[src/hdl/tcc_params.svh]
// constants of the temperature conversion command block
`ifndef TCC_PARAMS_SVH
`define TCC_PARAMS_SVH
`define TCC_ADDR_W 10
`define TCC_CMD_ADDR 10'h000
`define TCC_RES_BASE 10'h010
`define TCC_RES_END 10'h05f
`define TCC_ASSIGN_BASE 10'h200
`define TCC_ASSIGN_END 10'h24f
`define TCC_START_BIT 7
`define TCC_DONE_BIT 6
`define TCC_SPARE_BIT 5
`define TCC_CHAN_HI 4
`define TCC_CHAN_W 5
`define TCC_NUM_CH 20
`define TCC_CH_SLEEP 5'h17
`define TCC_CH_MULTI 5'h00
`define TCC_TYPE_HI 31
`define TCC_TYPE_LO 27
`define TCC_TYPE_W 5
`define TCC_COMP_HI 26
`define TCC_COMP_LO 22
`define TCC_TYPE_UNASSIGNED 5'h00
`define TCC_TYPE_TC_LAST 5'h09
`define TCC_TYPE_RTD_FIRST 5'h0a
`define TCC_TYPE_THERM_LAST 5'h1b
`define TCC_TYPE_DIODE 5'h1c
`define TCC_TYPE_SENSE 5'h1d
`define TCC_TYPE_ADC 5'h1e
`define TCC_TYPE_RESERVED 5'h1f
`define TCC_VALID_BIT 24
`define TCC_CYCLE_MS 82
`define TCC_CYCLES_PLAIN 2'h2
`define TCC_CYCLES_COMP 2'h3
`define TCC_CLK_KHZ 20000
`define TCC_CMD_IDLE 8'h40
`define TCC_STATUS_DONE 2'h1
`endif

[src/hdl/tcc_pkg.sv]
// types shared by the conversion command ends
package tcc_pkg;
    typedef enum logic [1:0] {tcc_idle, tcc_convert, tcc_sleep} tcc_mode_t;
    typedef enum logic [1:0] {tcc_h_idle, tcc_h_write, tcc_h_poll} tcc_hstate_t;
endpackage : tcc_pkg

[src/hdl/tcc_link_if.sv]
// memory port between host and conversion device
`timescale 1ns/1ns
interface tcc_link_if;
    logic [9:0] addr;
    logic wr;
    logic rd;
    logic [7:0] wdata;
    logic [7:0] rdata;
    logic rvalid;
    logic busy_n;
    modport dev (input addr, input wr, input rd, input wdata,
                 output rdata, output rvalid, output busy_n);
    modport host (output addr, output wr, output rd, output wdata,
                  input rdata, input rvalid, input busy_n);
endinterface : tcc_link_if

[src/hdl/tcc_cycle_timer.sv]
// counts measurement cycles of one conversion
`timescale 1ns/1ns
`include "tcc_params.svh"
module tcc_cycle_timer
    import tcc_pkg::*;
#(
    parameter int CYCLE_CLKS = `TCC_CYCLE_MS * `TCC_CLK_KHZ
) (
    input wire logic clk,
    input wire logic reset,
    input wire logic start,
    input wire logic [1:0] cycles,
    output logic done
);
    typedef struct packed {
        logic [31:0] cnt;
        logic [1:0] left;
        logic run;
        logic done;
    } tcc_tmr_t;
    tcc_tmr_t r, next_r;
    always_comb begin
        next_r = r;
        next_r.done = 1'b0;
        if (start) begin
            next_r.run = 1'b1;
            next_r.left = cycles;
            next_r.cnt = 32'h0;
        end else if (r.run) begin
            if (r.cnt == 32'(CYCLE_CLKS - 1)) begin
                next_r.cnt = 32'h0;
                next_r.left = r.left - 2'h1;
                if (r.left == 2'h1) begin
                    next_r.run = 1'b0;
                    next_r.done = 1'b1;
                end
            end else begin
                next_r.cnt = r.cnt + 32'h1;
            end
        end
    end
    always_ff @(posedge clk) begin
        if (reset) begin
            r <= '0;
        end else begin
            r <= next_r;
        end
    end
    assign done = r.done;
endmodule : tcc_cycle_timer

[src/hdl/tcc_device.sv]
// command and status end of the temperature measurement device
//
// What this block does
// Top five assignment bits pick sensor kind.
// Other assignment bits hold sensor settings.
// Host starts by writing start, channel byte.
// Channel zero runs multi-channel cycle.
// Channel field is binary number, 1..20.
// Host writes bit five as zero.
// Channel 10111 command enters sleep.
// Every other command byte is reserved.
// Cycle begins when start lands at zero.
// Completion pin low during conversion.
// Finish sets flags 01, pin high.
// Companion channel measured in same cycle.
// Memory locked while converting except status.
// Two or three 82 ms cycles each.
// Host sees end by edge or polling.
// Results are 32 bits, bit 24 valid.
// New start accepted once idle, results read or not.
// Busy: writes ignored, other reads invalid.
`timescale 1ns/1ns
`include "tcc_params.svh"
module tcc_device
    import tcc_pkg::*;
#(
    parameter int CYCLE_CLKS = `TCC_CYCLE_MS * `TCC_CLK_KHZ,
    parameter logic [23:0] RESULT_TEMP = 24'h000400
) (
    input wire logic clk,
    input wire logic reset,
    tcc_link_if.dev link,
    output logic sleeping,
    output logic [4:0] active_channel
);
    typedef struct packed {
        tcc_mode_t mode;
        logic [7:0] cmd;
        logic [4:0] chan;
        logic [4:0] scan;
        logic multi;
        logic [7:0] rdata;
        logic rvalid;
        logic busy_n;
        logic tstart;
        logic sleeping;
        logic [4:0] act;
    } tcc_dev_t;
    tcc_dev_t r, next_r;
    logic [31:0] assign_mem [`TCC_NUM_CH];
    logic [31:0] result_mem [`TCC_NUM_CH];
    logic tdone;
    logic [4:0] cur;
    logic cur_ok;
    logic [4:0] cur_idx;
    logic [4:0] ktype;
    logic [4:0] comp;
    logic need_comp;
    logic [1:0] ncycles;
    logic [`TCC_ADDR_W-1:0] aoff;
    logic [`TCC_ADDR_W-1:0] roff;
    logic [4:0] aidx;
    logic [4:0] ridx;
    logic in_res;
    logic in_assign;
    logic cmd_wr;
    logic [4:0] wchan;
    logic cmd_shape;
    logic cmd_ok_start;
    logic cmd_sleep;

    ////////////////////////////////////////////////////////////////////////
    tcc_cycle_timer #(.CYCLE_CLKS(CYCLE_CLKS)) u_timer (
        .clk(clk),
        .reset(reset),
        .start(r.tstart),
        .cycles(ncycles),
        .done(tdone)
    );

    ////////////////////////////////////////////////////////////////////////
    // a zero or out-of-range channel maps to entry 0 rather than reading past the array
    assign cur = r.multi ? r.scan : r.chan;
    assign cur_ok = (cur != 5'h0) && (cur <= 5'(`TCC_NUM_CH));
    assign cur_idx = cur_ok ? cur - 5'h1 : 5'h0;
    assign ktype = assign_mem[cur_idx][`TCC_TYPE_HI:`TCC_TYPE_LO];
    assign comp = assign_mem[cur_idx][`TCC_COMP_HI:`TCC_COMP_LO];
    // thermocouples, detectors and thermistors carry a companion channel
    assign need_comp = (ktype != `TCC_TYPE_UNASSIGNED) && (ktype <= `TCC_TYPE_THERM_LAST)
        && (comp != 5'h0);
    // combinational on purpose: the timer samples it with its start pulse, the first cycle
    // in which cur already names the newly selected channel
    assign ncycles = need_comp ? `TCC_CYCLES_COMP : `TCC_CYCLES_PLAIN;

    ////////////////////////////////////////////////////////////////////////
    assign aoff = link.addr - `TCC_ASSIGN_BASE;
    assign roff = link.addr - `TCC_RES_BASE;
    assign aidx = aoff[6:2];
    assign ridx = roff[6:2];
    assign in_res = (link.addr >= `TCC_RES_BASE) && (link.addr <= `TCC_RES_END);
    assign in_assign = (link.addr >= `TCC_ASSIGN_BASE) && (link.addr <= `TCC_ASSIGN_END);
    assign cmd_wr = link.wr && (link.addr == `TCC_CMD_ADDR);
    // flags 10 with the spare bit clear; the channel field then picks start or sleep
    assign wchan = link.wdata[`TCC_CHAN_HI:0];
    assign cmd_shape = link.wdata[`TCC_START_BIT] && !link.wdata[`TCC_DONE_BIT]
        && !link.wdata[`TCC_SPARE_BIT];
    assign cmd_ok_start = cmd_shape && (wchan <= 5'(`TCC_NUM_CH));
    assign cmd_sleep = cmd_shape && (wchan == `TCC_CH_SLEEP);

    ////////////////////////////////////////////////////////////////////////
    always_comb begin
        next_r = r;
        next_r.tstart = 1'b0;
        next_r.rvalid = 1'b0;
        next_r.rdata = 8'h00;
        // reads answer one cycle later, except non-status reads while converting; unmapped addresses return zero
        if (link.rd) begin
            next_r.rvalid = 1'b1;
            if (link.addr == `TCC_CMD_ADDR) begin
                next_r.rdata = r.cmd;
            end else if (r.mode == tcc_convert) begin
                next_r.rvalid = 1'b0;
            end else if (in_res) begin
                next_r.rdata = 8'(result_mem[ridx] >> {~roff[1:0], 3'h0});
            end else if (in_assign) begin
                next_r.rdata = 8'(assign_mem[aidx] >> {~aoff[1:0], 3'h0});
            end
        end
        case (r.mode)
            tcc_idle, tcc_sleep: begin
                // any command write other than sleep wakes from sleep; only a valid start acts further
                if (cmd_wr) begin
                    if (cmd_sleep) begin
                        next_r.mode = tcc_sleep;
                    end else if (cmd_ok_start) begin
                        next_r.mode = tcc_convert;
                        next_r.cmd = link.wdata;
                        next_r.chan = wchan;
                        next_r.multi = wchan == `TCC_CH_MULTI;
                        next_r.scan = 5'h1;
                        next_r.busy_n = 1'b0;
                        next_r.tstart = 1'b1;
                    end else begin
                        next_r.mode = tcc_idle;
                    end
                end
            end
            tcc_convert: begin
                // writes are dropped outright while busy
                if (r.tstart || tdone) begin
                    if (!r.tstart && (!r.multi || r.scan == 5'(`TCC_NUM_CH))) begin
                        next_r.mode = tcc_idle;
                        next_r.cmd = {`TCC_STATUS_DONE, r.cmd[5:0]};
                        next_r.busy_n = 1'b1;
                    end else begin
                        if (!r.tstart) begin
                            next_r.scan = r.scan + 5'h1;
                        end
                        next_r.tstart = r.tstart ? 1'b0 : 1'b1;
                    end
                end
            end
            default: next_r.mode = tcc_idle;
        endcase
        next_r.sleeping = next_r.mode == tcc_sleep;
        if (next_r.mode == tcc_convert) begin
            next_r.act = next_r.multi ? next_r.scan : next_r.chan;
        end else begin
            next_r.act = 5'h0;
        end
    end

    ////////////////////////////////////////////////////////////////////////
    always_ff @(posedge clk) begin
        if (reset) begin
            r <= '0;
            r.cmd <= `TCC_CMD_IDLE;
            r.busy_n <= 1'b1;
        end else begin
            r <= next_r;
        end
    end

    ////////////////////////////////////////////////////////////////////////
    // memories: assignment words written bytewise when not converting, results on cycle end
    generate
        for (genvar i = 0; i < `TCC_NUM_CH; i++) begin : g_ch
            always_ff @(posedge clk) begin
                if (reset) begin
                    assign_mem[i] <= 32'h0;
                    result_mem[i] <= 32'h0;
                end else begin
                    if (link.wr && r.mode != tcc_convert && in_assign && aidx == 5'(i)) begin
                        assign_mem[i][{~aoff[1:0], 3'h0} +: 8] <= link.wdata;
                    end
                    if (r.mode == tcc_convert && tdone && cur == 5'(i + 1)) begin
                        result_mem[i] <= (ktype == `TCC_TYPE_UNASSIGNED) ? 32'h0
                            : {7'h0, 1'b1, RESULT_TEMP};
                    end
                end
            end
        end
    endgenerate

    ////////////////////////////////////////////////////////////////////////
    assign link.rdata = r.rdata;
    assign link.rvalid = r.rvalid;
    assign link.busy_n = r.busy_n;
    assign sleeping = r.sleeping;
    assign active_channel = r.act;
endmodule : tcc_device

[src/flat_wrapper.sv]
// flat-port wrapper written by rule: the top's interface ports become plain ports
module tcc_device_flat import tcc_pkg::*;
#(
    parameter int CYCLE_CLKS = `TCC_CYCLE_MS * `TCC_CLK_KHZ,
    parameter logic [23:0] RESULT_TEMP = 24'h000400
)
  (clk, reset, sleeping, active_channel, link_addr, link_wr, link_rd, link_wdata, link_rdata, link_rvalid, link_busy_n);
  tcc_link_if link_i ();
  input wire logic clk;
  input wire logic reset;
  output logic sleeping;
  output logic [4:0] active_channel;
  input wire logic [$bits(link_i.addr)-1:0] link_addr;
  input wire logic [$bits(link_i.wr)-1:0] link_wr;
  input wire logic [$bits(link_i.rd)-1:0] link_rd;
  input wire logic [$bits(link_i.wdata)-1:0] link_wdata;
  output wire logic [$bits(link_i.rdata)-1:0] link_rdata;
  output wire logic [$bits(link_i.rvalid)-1:0] link_rvalid;
  output wire logic [$bits(link_i.busy_n)-1:0] link_busy_n;
  assign link_i.addr = link_addr;
  assign link_i.wr = link_wr;
  assign link_i.rd = link_rd;
  assign link_i.wdata = link_wdata;
  assign link_rdata = link_i.rdata;
  assign link_rvalid = link_i.rvalid;
  assign link_busy_n = link_i.busy_n;
  tcc_device #(.CYCLE_CLKS(CYCLE_CLKS), .RESULT_TEMP(RESULT_TEMP)) u_core (.clk(clk), .reset(reset), .link(link_i), .sleeping(sleeping), .active_channel(active_channel));
endmodule
[config.mk]
export PLATFORM = sky130hd
export DESIGN_NAME = tcc_device_flat
export DESIGN_NICKNAME = d
export VERILOG_FILES = /design/src/hdl/tcc_pkg.sv /design/src/hdl/tcc_link_if.sv /design/src/hdl/tcc_cycle_timer.sv /design/src/hdl/tcc_device.sv /design/src/flat_wrapper.sv
export VERILOG_INCLUDE_DIRS = /design/src /design/src/hdl
export SDC_FILE = /design/constraint.sdc
export NUM_CORES = 1
export LEC_CHECK = 0
export ABC_AREA = 1
export BUFFER_PORTS_ARGS = -buffer_cell sky130_fd_sc_hd__buf_2
export CAP_MARGIN = 20
export CORE_MARGIN = 3
export CORE_UTILIZATION = 26
export CTS_CLUSTER_DIAMETER = 120
export CTS_CLUSTER_SIZE = 28
export DETAILED_ROUTE_END_ITERATION = 8
export GPL_ROUTABILITY_DRIVEN = 0
export MAX_ROUTING_LAYER = met4
export SETUP_SLACK_MARGIN = 0.2
export SLEW_MARGIN = 5
export SYNTH_ARGS = -nofsm -noshare
export SYNTH_HDL_FRONTEND = slang
export SYNTH_HIERARCHICAL = 1
export SYNTH_SLANG_ARGS = --single-unit
[constraint.sdc]
create_clock -name clk -period 4.85 [get_ports clk]
set_input_delay 0.485 -clock clk [delete_from_list [all_inputs] [get_ports clk]]
set_output_delay 0.485 -clock clk [all_outputs]
set_load 0.02 [all_outputs]
== Yosys cells after proc, flatten, opt, wreduce, memory -nomap -nowiden ==
Memory sizes are Yosys's and may differ from the RTL's.
Index checks and enable logic that the tools add are counted.
Word-level totals
  bits in registers: 74
  latch bits: 0
  memory bits (writable): 1140
  memory bits (read-only): 0
  input port bits: 22
  output and inout bits: 16
  memories kept: 2
Memory list
  u_core.assign_mem: words 20, width 32, read ports 2, clocked after memory_dff 0, write ports 20, RTL line tcc_device.sv:50  | logic [31:0] assign_mem [`TCC_NUM_CH];
  u_core.result_mem: words 20, width 25, read ports 1, clocked after memory_dff 0, write ports 20, RTL line tcc_device.sv:51  | logic [31:0] result_mem [`TCC_NUM_CH];
Operators by class
  add/subtract/negate cells: 7
  multipliers: 0
  divide/modulo/power cells: 0
  order comparisons: 7
  equal/unequal tests: 53
  shift operators: 4
  muxes and demuxes: 821
  bitwise logic cells: 668
  reductions and logical operators: 79
Operator list (number)
  $mux 1: 750
  $mux 32: 21
  $or 1x1->1: 660
  $mux 25: 21
  $eq 5x4->1 const B: 16
  $shr 32x5->8: 2
  $eq 5x5->1 const B: 11
  $logic_and 1x1->1: 54
  $eq 5x3->1 const B: 8
  $mux 19: 2
  $mux 5: 7
  $add 32x1->32 const B: 1
  $eq 32x21->1 const B: 1
  $mux 8: 4
  $shift 8x7->32 const A: 1
  $shiftx 8x7->32: 1
  $mux 21: 1
  $eq 5x2->1 const B: 4
  $mux 10: 2
  $pmux 8 s2: 1
  $le 5x5->1 const B: 3
  $logic_not 5->1: 3
  $reduce_bool 5->1: 3
  $mux 2: 6
  other kinds (31): 56

== Longest topological paths before layout ==
Gate-level depths: netlist of run 1.
  depth after elaboration: 11
  gate-level depth with buffers: 26
  depth with buffers taken out: 22

== Modules after synthesis ==
Netlist of run 1, hierarchy kept.
Modules (own cells, without submodules)
  tcc_device: instances 1, cells an instance 3421, area each 32855.3 um^2, sequential area each 20579.7 um^2
  tcc_cycle_timer: instances 1, cells an instance 338, area each 2098.3 um^2, sequential area each 720.7 um^2

== Worst setup path after synthesis of run 1 ==
Ideal clock, no wire load.
  path type: input-to-reg
  start point: in link_addr[5]
  end point: mem u_core.assign_mem[2][0], enable pin
  library setup time: 384 ps
  data arrival time: 3320 ps
  data required time: 4466 ps
  path slack: 1146 ps
  cell stages on the path: 17
  buffers on the path: 3
  cell sequence: clkbuf_1 -> inv_1 -> clkbuf_1 -> clkbuf_1 -> ha_1 -> inv_1 -> o21ai_1 -> nand2_1 -> nor3_1 -> inv_1 -> nor2_1 -> inv_2 -> nor2_1 -> inv_2 -> nor2_1 -> inv_2 -> o21ai_0
RTL lines
  from (decl): RTL line flat_wrapper.sv:13  | input wire logic [$bits(link_i.addr)-1:0] link_addr;
  to (decl): RTL line tcc_device.sv:50

== Final worst setup path of run 1 ==
  start point: reg u_core/r[17] (netlist bit)
  end point: reg u_core/u_timer/r[2] (netlist bit)
Between the ends
  cells in the longest elaborated chain, start to end: 10
  elaborated cells on any way between the ends: 14
  classes of those cells: 1 x add/sub; 2 x order compare; 4 x mux; 6 x reduce/logical; 1 x memory
Ends and longest elaborated chain
  from (decl): RTL line tcc_device.sv:49  | tcc_dev_t r, next_r;
  from (signal assigned): RTL line tcc_device.sv:180  | r <= next_r;
  $mux 5 (*): RTL line tcc_device.sv:83  | assign cur = r.multi ? r.scan : r.chan;
  $le 5x5->1 / $reduce_bool 5->1 (equally long branches): RTL line tcc_device.sv:84  | assign cur_ok = (cur != 5'h0) && (cur <= 5'(`TCC_NUM_CH));
  $logic_and 1x1->1: RTL line tcc_device.sv:84
  $mux 5 (*): RTL line tcc_device.sv:85  | assign cur_idx = cur_ok ? cur - 5'h1 : 5'h0;
  $mem_v2 20x32 (*)
  $le 5x5->1 (no line) / $reduce_bool 5->1 (equally long branches)
  $logic_and 1x1->1: RTL line tcc_device.sv:89  | assign need_comp = (ktype != `TCC_TYPE_UNASSIGNED) && (ktype <= `TCC_TYPE_THERM_LAST)
  $logic_and 1x1->1 (*): RTL line tcc_device.sv:89
  named net u_core.need_comp: RTL line tcc_device.sv:58  | logic need_comp;
  $mux 1 (no line) (*)
  $mux 3 (*): RTL line tcc_cycle_timer.sv:25  | if (start) begin
  to (signal assigned): RTL line tcc_cycle_timer.sv:46  | r <= next_r;
  to (decl): RTL line tcc_cycle_timer.sv:21  | tcc_tmr_t r, next_r;
Mark *: on every way through the listed nets, which the timed path passes. The rest lies on a longest branch.
A chain may end at the register's enable or synchronous reset.

==> results of run 1 <==
power by group through the flow:
stage | clock network [W] | registers [W] | logic [W]
6_report | 0.00320 | 0.00726 | 0.000971
3_5_place_dp | 0 | 0.00740 | 0.000945
2_1_floorplan | 0 | 0.00735 | 0.000566
5_1_grt | 0.00347 | 0.00729 | 0.00103
3_3_place_gp | 0 | 0.00740 | 0.000940
4_1_cts | 0.00325 | 0.00726 | 0.000946
worst register-to-register path, stage by stage, from the launching register on:
cell and delay (ns):
dfxtp_1 0.56, inv_1 0.19, nand2_1 0.12, nand2_1 0.15, nor2_4 0.25, nand3_4 0.37, nand3_4 0.48, buf_4 0.37
nand2_1 0.10, nand3_1 0.08, nand3_1 0.10, nand3_1 0.15, nand3_1 0.12, nand2_1 0.10, nand3_1 0.11, nor2_4 0.53
nor2_1 0.13, o21bai_1 0.16, a21oi_1 0.05
placed cells by master, fill, tap and decap left out, types with 5 or more instances in the layout:
master / synthesis / routed
a21oi_1: 70 / 70
a22o_1: 7 / 7
a22oi_1: 77 / 77
a31oi_1: 5 / 5
a41oi_1: 42 / 42
buf_12: 0 / 5
buf_2: 14 / 36
buf_4: 18 / 67
clkbuf_1: 177 / 22
clkbuf_16: 0 / 30
clkinv_1: 6 / 6
dfxtp_1: 74 / 74
edfxtp_1: 660 / 660
ha_1: 18 / 18
inv_1: 166 / 164
inv_2: 23 / 23
nand2_1: 883 / 883
nand3_1: 274 / 274
nand3b_1: 6 / 6
nand4_1: 96 / 96
nor2_1: 858 / 856
nor2_2: 20 / 19
nor2_4: 3 / 6
nor3_1: 34 / 34
nor4_1: 5 / 5
o2111ai_1: 8 / 8
o211ai_1: 22 / 22
o21ai_0: 77 / 76
o21ai_1: 14 / 15
o21bai_1: 6 / 6
o221ai_1: 8 / 8
o22ai_1: 11 / 11
or2_2: 7 / 7
xor2_1: 6 / 6
cell type report:
type / instances / area (µm²)
antenna: 2 / 5.005
clock buffer: 52 / 833.3
clock inverter: 3 / 55.05
fill: 14056 / 94550
inverter: 196 / 743.2
multi-input combinational: 2599 / 11930
sequential: 734 / 21300
tap: 1755 / 2196
timing repair buffer: 111 / 840.8
cells by family (layout without fill, tap and decap cells):
logic type | Yosys count | count (layout)
AOI/OAI and AO/OA | 365 | 365
xor gates and xnor gates | 7 | 7
adders and majority gates | 18 | 18
buffers and inverters | 426 | 362
DFF | 734 | 734
other | 1 | 3
and+or+nand+nor | 2208 | 2208
layer usage:
| metal | up-vias | share of wire [%] | global-route usage (%) | wire length [µm] |
|---|---|---|---|---|
| met5 | - | 0 | - | 0 |
| li1 | 12604 | - | - | - |
| met2 | 1467 | 46 | 24.91 | 51890 |
| met4 | 0 | 3.3 | 5.090 | 3766 |
| met1 | 13594 | 41 | 21.42 | 46620 |
| met3 | 204 | 10 | 3.047 | 11350 |
state kept, by name, indices dropped and copies added (netlist names):
signal,count
u_core/sleeping,1
u_core/u_timer/r,35
u_core/r,22
u_core/link.busy_n,1
u_core/assign_mem,640
u_core/link.rdata,8
u_core/link.rvalid,1
u_core/active_channel,5
u_core/result_mem,20
u_core/u_timer/done,1
per-stage QoR:
step                      power (W)  std cells  worst slack (ns)  cell area [µm²]  hold WS [ns]
final                       0.01143       5452            0.6602            37910        0.2008
after CTS                   0.01146       5447            0.6199            37850        0.1706
after detailed placement   0.008344       5392            0.6307            36960        0.4306
after global routing        0.01179       5452            0.2479            37910        0.2129
after floorplan            0.007913       3759             1.146            34950        0.4191
after global placement     0.008335       5392            0.6815            36960        0.4289
final timing paths:
| kind | start | end | slack (ns) | depth (start not counted) |
|---|---|---|---|---|
| worst max-delay path | u_core/r[17]$_SDFF_PP0_ | u_core/u_timer/r[2]$_SDFFE_PP0P_ | 0.66 | 18 |
| worst min-delay path | link_wr | u_core/r[37]$_SDFF_PP0_ | 0.20 | 3 |
| worst max register to register | u_core/r[17]$_SDFF_PP0_ | u_core/u_timer/r[2]$_SDFFE_PP0P_ | 0.66 | 18 |
| worst min register to register | u_core/r[33]$_SDFFE_PP0P_ | u_core/r[33]$_SDFFE_PP0P_ | 0.45 | 2 |
==> key figures, run 1 <==
Logic synthesis
  – Adder-cell share of the synthesized area: 0.6443%
  – Synth async-reset ratio: 0%
  – Syn_nets: 3,799
  – Main combinational cell family by area after synthesis: simple AND/OR/NAND/NOR gates
  – Sequential area share after synthesis: 60.94%
  – Post-synthesis cell area: 0.03495 mm²
  – Mean post-synth cell area: 9.299 µm²
  – Number of synthesis warnings: 6
  – Post-synthesis compound-gate area fraction: 6.891%
  – Synth top cells by count: 883 x nand2_1, 858 x nor2_1, 660 x edfxtp_1
  – Post-Synth XOR/XNOR Area: 0.1754%
  – Syn Inst Count: 3,759
  – Area contributors post-synth: edfxtp_1 57%, nand2_1 9.5%, nor2_1 9.2%
  – Mux cell area share after synthesis: 0%
  – Ys flop type: edfxtp_1
  – Simple-gate share of the synthesized area: 26.36%
  – Most frequent cell after synthesis: nand2_1
  – Yosys top cell by area: edfxtp_1
  – EDFF count, synth: 660
  – Seq cells post-synth: 734
  – Post-synth top area share: 56.70%
  – Distinct cells, synth: 57

Timing
  – Relative slew slack: 21.14%
  – Fin crit period: 4.190 ns
  – Slew Viols, Final: 0
  – Total negative setup slack: 0 ns
  – Hold Violations, Final: 0
  – Final setup viols: 0
  – Max Freq: 0.2387 GHz
  – Final Cycle Share: 86.39%
  – RSZ-0062 raised after global routing: false
  – Slew @ Worst Pin: 1.180 ns
  – Clk_skew: 0.06147 ns

Floorplanning
  – Die X: 372.7 µm
  – IO Count: 38
  – Starting Density: 26.39%
  – Die Y: 372.7 µm
  – Full die area: 0.1389 mm²
  – Core footprint: 0.1325 mm²
  – Site row count: 133

CTS
  – Hold bufs inserted after CTS: 0
  – CTS buffer count: 30
  – Post-CTS setup buffers: 0
  – Clk root buf: clkbuf_16
  – Post-CTS sizing: 0
  – CTS tree: built
  – Clk buf depth: 3
  – H-tree levels: 1
  – Clock transition at path regs: 0.12 ns
  – Clk_lat worst skew: 0.70 ns
  – Sink Count: 734

Layout
  – Layout cells sized above 1: 6.008%
  – Final core utilization: 28.62%
  – Area Growth Syn to Fin: 8.451%
  – Nets: 3,712

Route
  – Post-route ant nets: 0
  – Via count: 27,869
  – Average wire per standard cell: 20.84 µm
  – Final wirelength: 113,600 µm
  – DR DRC count: 0
  – TritonRoute pass-1 iters: 6
  – DR vias/cell: 5.112
  – Initial drt markers: 3,519

Power
  – Switching pwr: 0.002859 W
  – Sequential share of power: 63.5%
  – Internal Power: 0.008570 W
  – Combinational power share: 8.5%
  – Power per cell area: 301.5 mW/mm²
  – Proportion of power drawn by the clock network: 28.0%
  – Worst vdd ir: 0.3062 mV
  – Sw Ratio: 25.01%
  – Pleak: 12.40 nW

Critical path
  – Cell mode on critical path: nand3_1
  – Crit path max-delay cell type: dfxtp_1
  – Cell chain of the critical path: inv_1 > nand2_1 > nand2_1 > nor2_4 > nand3_4 > nand3_4 > buf_4 > nand2_1 > nand3_1 > nand3_1 > nand3_1 > nand3_1 > nand2_1 > nand3_1 > nor2_4 > nor2_1 > o21bai_1 > a21oi_1
  – Setup crit end kind: register
  – Critical path type: reg2reg
  – Crit path launch type: register
  – Crit-path max FO: 27
  – Worst EP arrival: 4.74 ns
  – Max incr delay on CP: 0.56 ns
  – Family with the most delay on the worst path: simple AND/OR/NAND/NOR gates
  – Critical path required time: 5.40 ns
  – Worst path buffer plus inverter count: 2

Global route
  – GRT Util Overall: 16.13%
  – Total gr overflow: 0
  – First-pass GRT wire length: 169,800 µm
  – Initial antenna violation count: 4
  – Largest net degree at the start of global routing: 153
  – Number of global-route vias before repair: 26,500

Placement
  – DP HPWL: 75,340 µm
  – Port bufs: 37

Run
  – Max-Cap Viols: 0

Worst hold path
  – Hold crit path type: in2reg

Outcome
  – Outcome: completed
Power figures use the tool's default switching activity.
==> run 2: changes to the inputs <==
--- a/config.mk
+++ b/config.mk
@@ -11,6 +11,7 @@
 export CAP_MARGIN = 20
 export CORE_MARGIN = 3
 export CORE_UTILIZATION = 26
+export CTS_BUF_LIST = sky130_fd_sc_hd__clkbuf_4 sky130_fd_sc_hd__clkbuf_8
 export CTS_CLUSTER_DIAMETER = 120
 export CTS_CLUSTER_SIZE = 28
 export DETAILED_ROUTE_END_ITERATION = 8
==> run 2 against run 1 <==
  * Setup slack worse by 0.019 ns
  * Sequential power about the same
  * Critical path type unchanged
  * Sequential share of layout area up 0.40 points
  * Die area unchanged
  * Final cell count about the same
==> key figures, run 2 (synthesis results as in run 1) <==
Outcome
  – Outcome: completed

Layout
  – Fillers: 14,058
  – Most common cell after layout, fill and taps aside: nand2_1
  – Largest Register: u_core/assign_mem
  – Post-route cell area: 0.03764 mm²
  – Biggest regs: u_core/assign_mem x640, u_core/u_timer/r x35, u_core/r x22
  – Number of flip-flops in the largest register: 640
  – Nets: 3,712
  – Commonest non-fill, non-tap cells in the layout: 883 x nand2_1, 856 x nor2_1, 660 x edfxtp_1
  – Layout cells sized above 1: 6.604%
  – Area Growth Syn to Fin: 7.689%
  – Post-route insts no fill: 5,453

Floorplanning
  – IO Count: 38
  – Starting Density: 26.39%
  – Die Y: 372.7 µm
  – Core footprint: 0.1325 mm²
  – Die X: 372.7 µm
  – Site row count: 133
  – Full die area: 0.1389 mm²

Power
  – Sequential share of power: 66.5%
  – Power per cell area: 290.0 mW/mm²
  – Proportion of power drawn by the clock network: 24.6%
  – Power Total: 0.01092 W
  – Internal Power: 0.008140 W
  – Pleak: 12.32 nW
  – Combinational power share: 8.9%
  – Sw Ratio: 25.43%
  – Worst vdd ir: 0.2259 mV
  – Switching pwr: 0.002776 W

Critical path
  – Setup crit end kind: register
  – Reg2Reg Setup Slack: 0.64 ns
  – R2R Path End: u_core/u_timer/r[2]$_SDFFE_PP0P_
  – Worst R2R Start: u_core/r[17]$_SDFF_PP0_
  – Cell mode on critical path: nand3_1
  – Crit path launch type: register
  – Crit-path max FO: 27
  – Max incr delay on CP: 0.58 ns
  – Cell chain of the critical path: inv_1 > nand2_1 > nand2_1 > nor2_4 > nand3_4 > nand3_4 > buf_4 > nand2_1 > nand3_1 > nand3_1 > nand3_1 > nand3_1 > nand2_1 > nand3_1 > nor2_4 > nor2_1 > o21bai_1 > a21oi_1
  – R2R depth: 18
  – Worst EP arrival: 4.87 ns
  – Crit path max-delay cell type: dfxtp_1
  – Critical path type: reg2reg
  – Critical path required time: 5.51 ns

CTS
  – CTS buffer count: 30
  – H-tree levels: 1
  – Sink Count: 734
  – Clk_lat worst skew: 0.80 ns
  – Clock transition at path regs: 0.18 ns
  – Clk buf depth: 3
  – CTS tree: built
  – Clk root buf: clkbuf_8
  – Hold bufs inserted after CTS: 0

Run
  – Max-Cap Viols: 0

Route
  – Post-route ant nets: 0
  – Via count: 27,842
  – Average wire per standard cell: 20.84 µm
  – TritonRoute pass-1 iters: 6
  – Initial drt markers: 3,625
  – DR vias/cell: 5.106
  – Final wirelength: 113,600 µm
  – DR DRC count: 0

Worst hold path
  – Hold depth: 3
  – Hold path endpoint: u_core/r[37]$_SDFF_PP0_
  – Hold Path Origin: link_wr
  – Hold crit path type: in2reg

Timing
  – RSZ-0062 raised after global routing: false
  – Hold Violations, Final: 0
  – Clk_skew: 0.06827 ns
  – Relative slew slack: 22.98%
  – Fin crit period: 4.209 ns
  – Final hold slack: 0.09378 ns
  – Slew Viols, Final: 0
  – Slew @ Worst Pin: 1.153 ns
  – Final Cycle Share: 86.78%
  – Max Freq: 0.2376 GHz
  – Total negative setup slack: 0 ns
  – Final setup viols: 0

Global route
  – Number of global-route vias before repair: 26,488
  – GRT Util Overall: 16.11%
  – Total gr overflow: 0
  – Largest net degree at the start of global routing: 153
  – First-pass GRT wire length: 169,500 µm
  – Initial antenna violation count: 4

Placement
  – Dpl cells: 5,392
  – DP HPWL: 75,340 µm
  – Placed cell area: 0.03696 mm²
  – Port bufs: 37
-- run 2: metal layers --
metal / track usage [%] / share of wire, % / vias to the layer above
met5: - / 0 / -
met4: 5.105 / 3.4 / 0
met3: 2.969 / 9.6 / 220
met2: 24.78 / 45 / 1466
met1: 21.51 / 42 / 13554
li1: - / - / 12602
-- run 2: power by group through the flow --
| stage | Combinational [W] | Clock (W) | Sequential [W] |
|---|---|---|---|
| 6_report | 0.000972 | 0.00268 | 0.00726 |
| 5_1_grt | 0.00103 | 0.00294 | 0.00729 |
| 4_1_cts | 0.000946 | 0.00273 | 0.00726 |
| 3_5_place_dp | 0.000945 | 0 | 0.00740 |
| 3_3_place_gp | 0.000940 | 0 | 0.00740 |
| 2_1_floorplan | 0.000566 | 0 | 0.00735 |
-- run 2: repair_timing --
action	in CTS	in global routing
setup buffers	0	0
setup endpoints to repair	0	2
gates resized for setup	0	1
-- run 2: per-stage QoR --
| stage | worst slack [ns] | utilization [%] |
|---|---|---|
| floorplan | 1.146 | - |
| global placement | 0.6815 | 27.90 |
| detailed placement | 0.6307 | 27.90 |
| CTS | 0.6219 | 28.37 |
| global route | 0.2489 | 28.42 |
| finish | 0.6410 | 28.42 |
-- run 2: how the worst max path moves through the flow --
stage / to / slack, ns / start
6_report: u_core/u_timer/r[2]$_SDFFE_PP0P_ / 0.64 / u_core/r[17]$_SDFF_PP0_
5_1_grt: u_core/u_timer/r[2]$_SDFFE_PP0P_ / 0.25 / u_core/r[17]$_SDFF_PP0_
4_1_cts: u_core/u_timer/r[2]$_SDFFE_PP0P_ / 0.62 / u_core/r[17]$_SDFF_PP0_
3_5_place_dp: u_core/u_timer/r[2]$_SDFFE_PP0P_ / 0.63 / u_core/r[17]$_SDFF_PP0_
3_3_place_gp: u_core/u_timer/r[2]$_SDFFE_PP0P_ / 0.68 / u_core/r[17]$_SDFF_PP0_
2_1_floorplan: u_core/assign_mem[2][0]$_DFFE_PP_ / 1.15 / link_addr[5]
-- run 2: layout make-up --
class | count | area [µm²] | area share, %
Inverter | 196 | 743.2 | 1.974
Clock inverter | 3 | 41.29 | 0.1097
Timing Repair Buffer | 111 | 840.8 | 2.234
Multi-Input combinational cell | 2599 | 11930 | 31.70
Sequential cell | 734 | 21300 | 56.59
Tap cell | 1755 | 2196 | 5.834
Clock buffer | 52 | 578.1 | 1.536
Antenna cell | 3 | 7.507 | 0.01994
-- run 2: critical path, delay by kind of cell, from the launching register on --
kind	cells	cell delay, ns
AO/OA/AOI/OAI	2	0.21
buffers and inverters	2	0.55
flip-flops	1	0.58
AND/OR/NAND/NOR	14	2.77
